## src/rtl/dual_pwm_pkg.sv

```systemverilog
package dual_pwm_pkg;

    // Register indices as printed (not word aligned: plain port, printed offsets)
    localparam logic [11:0] PWM_B_DUTY_OFS     = 12'hf9f;
    localparam logic [11:0] PWM_B_CONTROL_OFS  = 12'hfa1;
    localparam logic [11:0] PWM_A_DUTY_OFS     = 12'hfa2;
    localparam logic [11:0] PWM_A_CONTROL_OFS  = 12'hfa4;
    localparam logic [11:0] TIMER_SEL_OFS      = 12'hfad;
    // Own registers: period limit per timer, and a timer run control
    localparam logic [11:0] TIMER_A_LIMIT_OFS  = 12'hfb0;
    localparam logic [11:0] TIMER_B_LIMIT_OFS  = 12'hfb1;
    localparam logic [11:0] TIMER_C_LIMIT_OFS  = 12'hfb2;
    localparam logic [11:0] TIMER_RUN_OFS      = 12'hfb3;

    // Control register fields
    localparam int CTL_ENABLE_BIT  = 7;
    localparam int CTL_LEVEL_BIT   = 5;
    localparam int CTL_INVERT_BIT  = 4;

    // Duty register fields
    localparam int DUTY_LOW_MSB    = 7;
    localparam int DUTY_LOW_LSB    = 6;
    localparam int DUTY_HIGH_MSB   = 15;
    localparam int DUTY_HIGH_LSB   = 8;

    // Timer select fields
    localparam int SEL_B_LSB       = 6;
    localparam int SEL_A_LSB       = 4;
    localparam int SEL_CAP2_LSB    = 2;
    localparam int SEL_CAP1_LSB    = 0;

    // Reset values
    localparam logic [7:0] TIMER_SEL_RESET   = 8'h55;
    localparam logic [7:0] TIMER_LIMIT_RESET = 8'hff;
    localparam logic [7:0] CONTROL_RESET     = 8'h00;

    // Timer select codes
    localparam logic [1:0] SEL_RESERVED = 2'h0;
    localparam logic [1:0] SEL_TIMER_A  = 2'h1;
    localparam logic [1:0] SEL_TIMER_B  = 2'h2;
    localparam logic [1:0] SEL_TIMER_C  = 2'h3;

    // Timers tick at system clock divided by four
    localparam int          TICK_DIV    = 4;
    localparam logic [1:0]  TICK_LAST   = 2'(TICK_DIV - 1);

endpackage

```

## src/rtl/dual_pwm_with_timer_select.sv

```systemverilog
`timescale 1ns/1ps

// Operation
// RL1: Channel runs only while enable bit set
// RL2: Invert bit flips channel output waveform
// RL3: Control bit 5 reads current output level
// RL4: Duty bits 15:8 hold duty MSBs
// RL5: Duty bits 7:6 hold LSBs, rest unused
// RL6: Duty fields untouched by reset
// RL7: Bits 7:6 pick timer for channel B
// RL8: Bits 5:4 pick timer for channel A
// RL9: Bits 3:2 pick capture unit two timers
// RL10: Bits 1:0 pick capture unit one timers
// RL11: Set at count clear, clear at duty match
// RL12: Duty buffered, loaded at period match
// RL13: Sleep freezes timers and channel state
// RL14: Disabled or reserved select forces inactive
module dual_pwm_with_timer_select #(
    parameter int ADDR_W = 12
) (
    input  wire logic              i_clock,
    input  wire logic              i_srst,
    input  wire logic [ADDR_W-1:0] i_addr,
    input  wire logic [15:0]       i_wdata,
    input  wire logic              i_wr,
    input  wire logic              i_rd,
    input  wire logic              i_sleep,
    output logic      [15:0]       o_rdata,
    output logic                   o_pwm_a,
    output logic                   o_pwm_b,
    output logic      [1:0]        o_cap1_timer_sel,
    output logic      [1:0]        o_cap2_timer_sel
);

    // Elaboration check: the register map needs twelve address bits
    if (ADDR_W < 12)
    begin
        $error("ADDR_W must be at least 12");
    end

    // Register state
    logic [7:0] ctl_a_r;
    logic [7:0] ctl_b_r;
    logic [9:0] duty_a_r;
    logic [9:0] duty_b_r;
    logic [9:0] work_a_r;
    logic [9:0] work_b_r;
    logic [7:0] sel_r;
    logic [7:0] limit_r [3];
    logic [7:0] count_r [3];
    logic [1:0] phase_r;
    logic       run_r;
    logic       live_a_r;
    logic       live_b_r;

    logic       frozen;
    logic       tick;
    logic [2:0] wrap;
    logic [9:0] base_a;
    logic [9:0] base_b;
    logic       wrap_a;
    logic       wrap_b;
    logic [7:0] lim_a;
    logic [7:0] lim_b;
    logic       level_a_nxt;
    logic       level_b_nxt;

    function automatic logic [1:0] timer_index(input logic [1:0] code);
        return (code == dual_pwm_pkg::SEL_RESERVED) ? 2'h0 : 2'(code - 2'h1);
    endfunction

    function automatic logic hit(input logic [ADDR_W-1:0] a, input logic [11:0] ofs);
        return a == ADDR_W'(ofs);
    endfunction

    // Sleep stops the tick divider and so every count
    assign frozen = i_sleep | ~run_r; // [RL13]
    assign tick   = ~frozen && phase_r == dual_pwm_pkg::TICK_LAST;

    // Tick divider: timers advance at clock over four
    always_ff @(posedge i_clock)
    begin
        if (i_srst)
        begin
            phase_r <= 2'h0;
        end
        else if (!frozen)
        begin
            phase_r <= 2'(phase_r + 2'h1);
        end
    end

    // Three 8-bit period timers, cleared on limit match
    always_ff @(posedge i_clock)
    begin
        for (int t = 0; t < 3; t++)
        begin
            if (i_srst)
            begin
                count_r[t] <= 8'h00;
            end
            else if (tick)
            begin
                count_r[t] <= wrap[t] ? 8'h00 : 8'(count_r[t] + 8'h01);
            end
        end
    end

    always_comb
    begin
        for (int t = 0; t < 3; t++)
        begin
            wrap[t] = count_r[t] == limit_r[t];
        end
    end

    // Selected timer per channel; reserved code reads as timer a but is gated
    always_comb
    begin
        base_a = {count_r[timer_index(sel_r[dual_pwm_pkg::SEL_A_LSB +: 2])], phase_r}; // [RL8]
        base_b = {count_r[timer_index(sel_r[dual_pwm_pkg::SEL_B_LSB +: 2])], phase_r}; // [RL7]
        lim_a  = limit_r[timer_index(sel_r[dual_pwm_pkg::SEL_A_LSB +: 2])];
        lim_b  = limit_r[timer_index(sel_r[dual_pwm_pkg::SEL_B_LSB +: 2])];
        wrap_a = tick && base_a[9:2] == lim_a;
        wrap_b = tick && base_b[9:2] == lim_b;
    end

    // Software writes; duty fields have no reset so they survive it
    always_ff @(posedge i_clock)
    begin
        if (i_wr && hit(i_addr, dual_pwm_pkg::PWM_A_DUTY_OFS))
        begin
            duty_a_r <= {i_wdata[dual_pwm_pkg::DUTY_HIGH_MSB:dual_pwm_pkg::DUTY_HIGH_LSB],
                         i_wdata[dual_pwm_pkg::DUTY_LOW_MSB:dual_pwm_pkg::DUTY_LOW_LSB]}; // [RL4] [RL5] [RL6]
        end
        if (i_wr && hit(i_addr, dual_pwm_pkg::PWM_B_DUTY_OFS))
        begin
            duty_b_r <= {i_wdata[dual_pwm_pkg::DUTY_HIGH_MSB:dual_pwm_pkg::DUTY_HIGH_LSB],
                         i_wdata[dual_pwm_pkg::DUTY_LOW_MSB:dual_pwm_pkg::DUTY_LOW_LSB]}; // [RL4] [RL5]
        end
    end

    // Working copies load only at the period match; reset clears them so no unknown reaches a pin
    always_ff @(posedge i_clock)
    begin
        if (wrap_a || i_srst)
        begin
            work_a_r <= i_srst ? 10'h000 : duty_a_r; // [RL12]
        end
        if (wrap_b || i_srst)
        begin
            work_b_r <= i_srst ? 10'h000 : duty_b_r; // [RL12]
        end
    end

    // Control, select, limit and run registers
    always_ff @(posedge i_clock)
    begin
        if (i_srst)
        begin
            ctl_a_r <= dual_pwm_pkg::CONTROL_RESET;
            ctl_b_r <= dual_pwm_pkg::CONTROL_RESET;
            sel_r   <= dual_pwm_pkg::TIMER_SEL_RESET;
            run_r   <= 1'b0;
            for (int t = 0; t < 3; t++)
            begin
                limit_r[t] <= dual_pwm_pkg::TIMER_LIMIT_RESET;
            end
        end
        else if (i_wr)
        begin
            if (hit(i_addr, dual_pwm_pkg::PWM_A_CONTROL_OFS))
            begin
                ctl_a_r <= i_wdata[7:0] & 8'h90; // Level bit is read-only
            end
            if (hit(i_addr, dual_pwm_pkg::PWM_B_CONTROL_OFS))
            begin
                ctl_b_r <= i_wdata[7:0] & 8'h90;
            end
            if (hit(i_addr, dual_pwm_pkg::TIMER_SEL_OFS))
            begin
                sel_r <= i_wdata[7:0]; // [RL9] [RL10]
            end
            if (hit(i_addr, dual_pwm_pkg::TIMER_A_LIMIT_OFS))
            begin
                limit_r[0] <= i_wdata[7:0];
            end
            if (hit(i_addr, dual_pwm_pkg::TIMER_B_LIMIT_OFS))
            begin
                limit_r[1] <= i_wdata[7:0];
            end
            if (hit(i_addr, dual_pwm_pkg::TIMER_C_LIMIT_OFS))
            begin
                limit_r[2] <= i_wdata[7:0];
            end
            if (hit(i_addr, dual_pwm_pkg::TIMER_RUN_OFS))
            begin
                run_r <= i_wdata[0];
            end
        end
    end

    // Waveform level before polarity; duty at or above period never clears
    always_comb
    begin
        level_a_nxt = live_a_r;
        level_b_nxt = live_b_r;
        if (!frozen)
        begin
            if (base_a == 10'h000)
            begin
                level_a_nxt = work_a_r != 10'h000; // [RL11]
            end
            else if (base_a == work_a_r)
            begin
                level_a_nxt = 1'b0; // [RL11]
            end
            if (base_b == 10'h000)
            begin
                level_b_nxt = work_b_r != 10'h000;
            end
            else if (base_b == work_b_r)
            begin
                level_b_nxt = 1'b0;
            end
        end
    end

    // Channel level state, held idle while disabled
    always_ff @(posedge i_clock)
    begin
        if (i_srst)
        begin
            live_a_r <= 1'b0;
            live_b_r <= 1'b0;
        end
        else
        begin
            live_a_r <= ctl_a_r[dual_pwm_pkg::CTL_ENABLE_BIT] & level_a_nxt; // [RL1]
            live_b_r <= ctl_b_r[dual_pwm_pkg::CTL_ENABLE_BIT] & level_b_nxt; // [RL1]
        end
    end

    // Pins: gated then inverted; disabled or reserved shows inactive level
    always_ff @(posedge i_clock)
    begin
        if (i_srst)
        begin
            o_pwm_a <= 1'b0;
            o_pwm_b <= 1'b0;
        end
        else
        begin
            o_pwm_a <= (live_a_r && sel_r[dual_pwm_pkg::SEL_A_LSB +: 2] != dual_pwm_pkg::SEL_RESERVED)
                       ^ ctl_a_r[dual_pwm_pkg::CTL_INVERT_BIT]; // [RL2] [RL14]
            o_pwm_b <= (live_b_r && sel_r[dual_pwm_pkg::SEL_B_LSB +: 2] != dual_pwm_pkg::SEL_RESERVED)
                       ^ ctl_b_r[dual_pwm_pkg::CTL_INVERT_BIT]; // [RL2] [RL14]
        end
    end

    // Capture unit timer pair codes go unchanged to the capture units through one register stage
    always_ff @(posedge i_clock)
    begin
        if (i_srst)
        begin
            o_cap1_timer_sel <= dual_pwm_pkg::SEL_TIMER_A;
            o_cap2_timer_sel <= dual_pwm_pkg::SEL_TIMER_A;
        end
        else
        begin
            o_cap1_timer_sel <= sel_r[dual_pwm_pkg::SEL_CAP1_LSB +: 2]; // [RL10]
            o_cap2_timer_sel <= sel_r[dual_pwm_pkg::SEL_CAP2_LSB +: 2]; // [RL9]
        end
    end

    // Read port, data one cycle after the strobe, zero otherwise
    always_ff @(posedge i_clock)
    begin
        if (i_srst || !i_rd)
        begin
            o_rdata <= 16'h0000;
        end
        else if (hit(i_addr, dual_pwm_pkg::PWM_A_CONTROL_OFS))
        begin
            o_rdata <= {8'h00, ctl_a_r[7:6], o_pwm_a, ctl_a_r[4:0]}; // [RL3]
        end
        else if (hit(i_addr, dual_pwm_pkg::PWM_B_CONTROL_OFS))
        begin
            o_rdata <= {8'h00, ctl_b_r[7:6], o_pwm_b, ctl_b_r[4:0]}; // [RL3]
        end
        else if (hit(i_addr, dual_pwm_pkg::PWM_A_DUTY_OFS))
        begin
            o_rdata <= {duty_a_r[9:2], duty_a_r[1:0], 6'h00}; // [RL5]
        end
        else if (hit(i_addr, dual_pwm_pkg::PWM_B_DUTY_OFS))
        begin
            o_rdata <= {duty_b_r[9:2], duty_b_r[1:0], 6'h00};
        end
        else if (hit(i_addr, dual_pwm_pkg::TIMER_SEL_OFS))
        begin
            o_rdata <= {8'h00, sel_r};
        end
        else if (hit(i_addr, dual_pwm_pkg::TIMER_A_LIMIT_OFS))
        begin
            o_rdata <= {8'h00, limit_r[0]};
        end
        else if (hit(i_addr, dual_pwm_pkg::TIMER_B_LIMIT_OFS))
        begin
            o_rdata <= {8'h00, limit_r[1]};
        end
        else if (hit(i_addr, dual_pwm_pkg::TIMER_C_LIMIT_OFS))
        begin
            o_rdata <= {8'h00, limit_r[2]};
        end
        else if (hit(i_addr, dual_pwm_pkg::TIMER_RUN_OFS))
        begin
            o_rdata <= {15'h0000, run_r};
        end
        else
        begin
            o_rdata <= 16'h0000;
        end
    end
endmodule

```

## config.mk

```make
export PLATFORM = sky130hd
export DESIGN_NAME = dual_pwm_with_timer_select
export DESIGN_NICKNAME = d
export VERILOG_FILES = /design/src/rtl/dual_pwm_pkg.sv /design/src/rtl/dual_pwm_with_timer_select.sv
export SDC_FILE = /design/constraint.sdc
export NUM_CORES = 1
export LEC_CHECK = 0
export ABC_AREA = 0
export BUFFER_PORTS_ARGS = -buffer_cell sky130_fd_sc_hd__buf_2
export CORE_MARGIN = 5
export CORE_UTILIZATION = 55
export CTS_CLUSTER_SIZE = 24
export DETAILED_ROUTE_END_ITERATION = 12
export PLACE_DENSITY = 0.74
export SLEW_MARGIN = 20
export SYNTH_ARGS = -nofsm -noshare
export SYNTH_HDL_FRONTEND = slang
export SYNTH_SLANG_ARGS = --single-unit
```

## constraint.sdc

```tcl
create_clock -name i_clock -period 6.6 [get_ports i_clock]
set_clock_uncertainty 0.1 [all_clocks]
set_input_delay 1.65 -clock i_clock [delete_from_list [all_inputs] [get_ports i_clock]]
set_output_delay 1.65 -clock i_clock [all_outputs]
set_load 0.05 [all_outputs]
```

* Word level (Yosys, flattened, before mapping)
Memories as Yosys holds them, arrays and structs flattened. Index checks and enable logic that the tools add are counted. W data, S select, Z words.
Operators by class: muxes and demuxes 43, bitwise logic cells 13, equal/unequal tests 17, reduce and logical (&&, ||, !) cells 25, add/sub/neg operators 6
Operators by type and width (count):
- $mux W8 | 15
- $eq A12 B12 Y1 const B | 9
- $eq A8 B8 Y1 | 5
- $mux W16 | 2
- $add A8 B1 Y8 const B | 3
- $mux W1 | 24
- $eq A10 B10 Y1 | 2
- $logic_not A10 Y1 | 2
- $reduce_bool A10 Y1 | 2
- $reduce_and A2 Y1 | 4
- $logic_and A1 B1 Y1 | 7
- $or A1 B1 Y1 | 7
- $reduce_or A5 Y1 | 1
- $logic_not A2 Y1 | 2
- $mux W2 | 2
- $reduce_bool A2 Y1 | 2
- $sub A2 B1 Y2 const B | 2
- $logic_or A1 B1 Y1 | 3
- $reduce_or A3 Y1 | 1
- $add A2 B1 Y2 const B | 1
- $and A1 B1 Y1 | 2
- $eq A2 B2 Y1 const B | 1
- $not A1 Y1 | 2
- $xor A1 B1 Y1 | 2
- $logic_not A1 Y1 | 1
Word-level totals: flip-flop bits (word level) 79, memory bits (writable) 48, input bits 33, output and inout bits 22, memories 2
Memories:
- count_r | depth 3, width 8, read ports 5, clocked after Yosys merged registers in 0, wr ports 3, RTL line dual_pwm_with_timer_select.sv:50 | logic [7:0] count_r [3];
- limit_r | depth 3, width 8, read ports 5, clocked after Yosys merged registers in 0, wr ports 3, RTL line dual_pwm_with_timer_select.sv:49 | logic [7:0] limit_r [3];

* Longest topological paths before layout
depth after elaboration 10, gate-level depth with buffers 9

* Worst setup path before layout
OpenSTA, ideal clock, no wires.
path kind in2reg, start in i_addr[6], end reg duty_a_r[0], enable pin, arrival 3.205 ns, slack 2.951 ns, stages on the path 6, library setup time 0.343 ns, buffers on the path 2, required time 6.157 ns, cells stage by stage nand4b_1 -> or2_1 -> clkbuf_1 -> nor4_2 -> buf_2 -> and2_1
Between the ends: longest elaborated chain between the ends 2
Ends and longest elaborated chain:
- from (decl) | RTL line dual_pwm_with_timer_select.sv:23 | input wire logic [ADDR_W-1:0] i_addr,
- $eq A12 B12 Y1 | RTL line dual_pwm_with_timer_select.sv:73 | return a == ADDR_W'(ofs);
- $logic_and A1 B1 Y1 | RTL line dual_pwm_with_timer_select.sv:131 | if (i_wr && hit(i_addr, dual_pwm_pkg::PWM_A_DUTY_OFS))
- to (signal assigned) | RTL line dual_pwm_with_timer_select.sv:133 | duty_a_r <= {i_wdata[dual_pwm_pkg::DUTY_HIGH_MSB:dual_pwm_pkg::DUTY_HIGH_LSB],
- to (decl) | RTL line dual_pwm_with_timer_select.sv:44 | logic [9:0] duty_a_r;
No other way between the ends. A chain may end at the register's enable or synchronous reset.

==> flow_summary.ini <==
[global_route]
grt_max_degree = 53
grt_overflow = 0
grt_antenna_before_repair = 0
first_global_vias = 5059
track_usage_pct = 24.3
grt_pass1_wl_um = 26900

[logic_synthesis]
synth_fa_ha_area_share_pct = 0.919
async_flop_share_pct = 0
synth-seq-cells = 127
synth-simple-area-share_pct = 16.6
netlist_instances = 636
syn_area_per_cell_um2 = 10.7
synth_compound_area_share_pct = 9.32
synth_xor_area_share_pct = 11.8
synthTopCellsByArea = edfxtp_1 39%, dfxtp_1 11%, xnor2_1 7.2%
muxShareOfSynthArea_pct = 7.98
ys_types = 60
yosysWarnings = 0
synth_top_family_by_area = simple AND/OR/NAND/NOR gates
synth_flop_cell = edfxtp_1
seq_area_frac_synth_pct = 50.3
syn_nets = 674
synth.largest_area_cell = edfxtp_1
synth-edff-count = 88
synth_top_cell_area_share_pct = 38.8
netlist_area_um2 = 6810

[cts]
ctsHoldBuffers = 0
clkTransAtPathRegs_ns = 0.06
cts_tree = built
cts_setup_buffers = 0
clk_latency_ns = 0.42
clk_path_buf_depth = 2
cts-root-buf = clkbuf_16
ctsResizeCount = 0
clock_sinks = 127
cts_buffers = 17
h-tree-depth = 4

[cells_and_area]
final_cells = 860
nFillCells = 945
drive_above_1_share_pct = 16.6
nets = 717
fin_util_pct = 64.7
synthToLayoutAreaGrowth_pct = 14.6
insertedDiodeCount = 0

[placement]
io_buffers = 54
hpwl_um = 12300
dp.cells = 828
gp_congestion = 0.983

[critical_path]
crit_path_top_delay_cell = or4_1
critPathBufInv = 1
crit_type = in2reg
critPathCaptureType = flip-flop
slowest_delay_ns = 0.51
worst_path_dominant_cell_family = simple AND/OR/NAND/NOR gates
crit_required_ns = 6.59
timing.rr.start = sel_r[7]
critPathLaunchType = input port
cp.arrival_ns = 3.40
critPathMaxFanout = 8
cp_cell_sequence = buf_2 > or2_2 > or4_1 > nor3b_1 > a21o_1
cp-startpoint = i_addr[2]

[die]
coreArea_um2 = 12100
fp.dieW_um = 121
fp.dieH_um = 121
start_util_pct = 56.4
io-pin-count = 55
fp.dieArea_um2 = 14700
rows = 40

[routing]
wl_per_cell_um = 20.1
drc = 0
drt-met1-wl_um = 7230
finalWirelength_um = 17300
highest_layer = met4
wl_met2_um = 8330
via_count = 5135
drtIter0Drc = 454
via_per_inst = 5.97
wl_met3_um = 1280
dr.pass1.iters = 5
final_antenna_net_count = 0

[timing]
final_hold_viol_count = 0
max_slew_margin_pct = 39.9
worst_slew_pin_slew_ns = 0.896
finalCritPeriodShare_pct = 51.7
min_period_ns = 3.41
rsz0062_at_grt = false
timing.final.max_slew_violations = 0
max_freq_mhz = 293
setup_viol = 0
setup_tns_ns = 0

[pwr]
ir_drop_mv = 0.224
power_density_nw_per_um2 = 254
p_leak_nw = 2.94

[hold_path]
hp-class = reg2reg
holdCritStartpoint = ctl_a_r[7]

[outcome]
status = completed

[flow_run]
drv_cap = 0
through the flow:
stage,instance area [µm²],hold slack (ns),power [mW],setup WS [ns]
6_report,7800,0.354,1.98,3.19
3_3_place_gp,7180,0.342,1.02,2.74
5_1_grt,7800,0.380,2.05,3.01
4_1_cts,7800,0.357,2.00,3.13
3_5_place_dp,7180,0.350,1.02,2.71
2_1_floorplan,6810,0.332,0.978,2.95
path summary, 6_finish.rpt:
kind                   end  slack (ns)  cells past startpoint
min reg2reg     ctl_a_r[7]        0.35                      2
max reg2reg    work_b_r[2]        3.47                      7
min             ctl_a_r[7]        0.35                      2
max          limit_r[1][6]        3.19                      5
synthesized netlist by cell type (all sizes together), types with 15 or more instances:
cell type / number
xor2: 36
xnor2: 56
nand4: 15
edfxtp: 88
dfxtp: 39
nor2: 69
clkbuf: 24
nor2b: 26
nand2: 24
mux2i: 35
a21oi: 39
nand3: 25
routing by layer:
layer / track usage, % / vias to the layer above
met5: 0 / -
met4: 9.59 / 0
met3: 5.64 / 29
met2: 39.0 / 229
met1: 31.9 / 2500
li1: - / 2377
cell families after synthesis:
kind of cell               after synthesis
AOI/OAI and AO/OA                       96
xor gates and xnor gates                92
adders and majority gates                5
buffers and inverters                   50
DFF                                    127
muxes                                   48
and+or+nand+nor                        218
tightest hold or removal path: stages (launching register included):
cell	delay, ns
dfxtp_1	0.30
nand2_1	0.05
a21oi_1	0.05
sequential cells by signal (all words and copies together) (netlist names):
signal,flops
count_r,24
ctl_a_r,2
ctl_b_r,2
duty_a_r,10
duty_b_r,10
limit_r,24
live_a_r,1
live_b_r,1
o_cap1_timer_sel,2
o_cap2_timer_sel,2
o_pwm_a,1
o_pwm_b,1
o_rdata,16
phase_r,2
run_r,1
sel_r,8
work_a_r,10
work_b_r,10
layout make-up:
type	count	area, µm²	area share, %
repair buffers	61	323	4.14
clock inverters	14	189	2.42
multi-input cells	459	3180	40.7
well taps	168	210	2.69
clock buffers	18	429	5.50
flip-flops and latches	127	3420	43.9
inverters	13	48.8	0.626
report_power, final:
group          switching, mW  internal (mW)  leakage [nW]
Sequential            0.0330          0.869          1.19
Combinational         0.0578         0.0461          1.45
Clock                  0.348          0.631         0.298
Total                  0.439           1.55          2.94
placed cells by master, fill, tap and decap left out, types with 7 or more instances in the layout:
| cell | n |
|---|---|
| a21oi_1 | 39 |
| a22oi_1 | 13 |
| and3_1 | 9 |
| buf_2 | 54 |
| buf_4 | 7 |
| clkbuf_16 | 17 |
| dfxtp_1 | 39 |
| edfxtp_1 | 88 |
| inv_1 | 13 |
| mux2i_1 | 29 |
| nand2_1 | 24 |
| nand3_1 | 25 |
| nand4_1 | 15 |
| nor2_1 | 68 |
| nor2b_1 | 26 |
| or2_1 | 9 |
| xnor2_1 | 56 |
| xor2_1 | 36 |
Note: power is estimated with default switching activity, not from simulation.
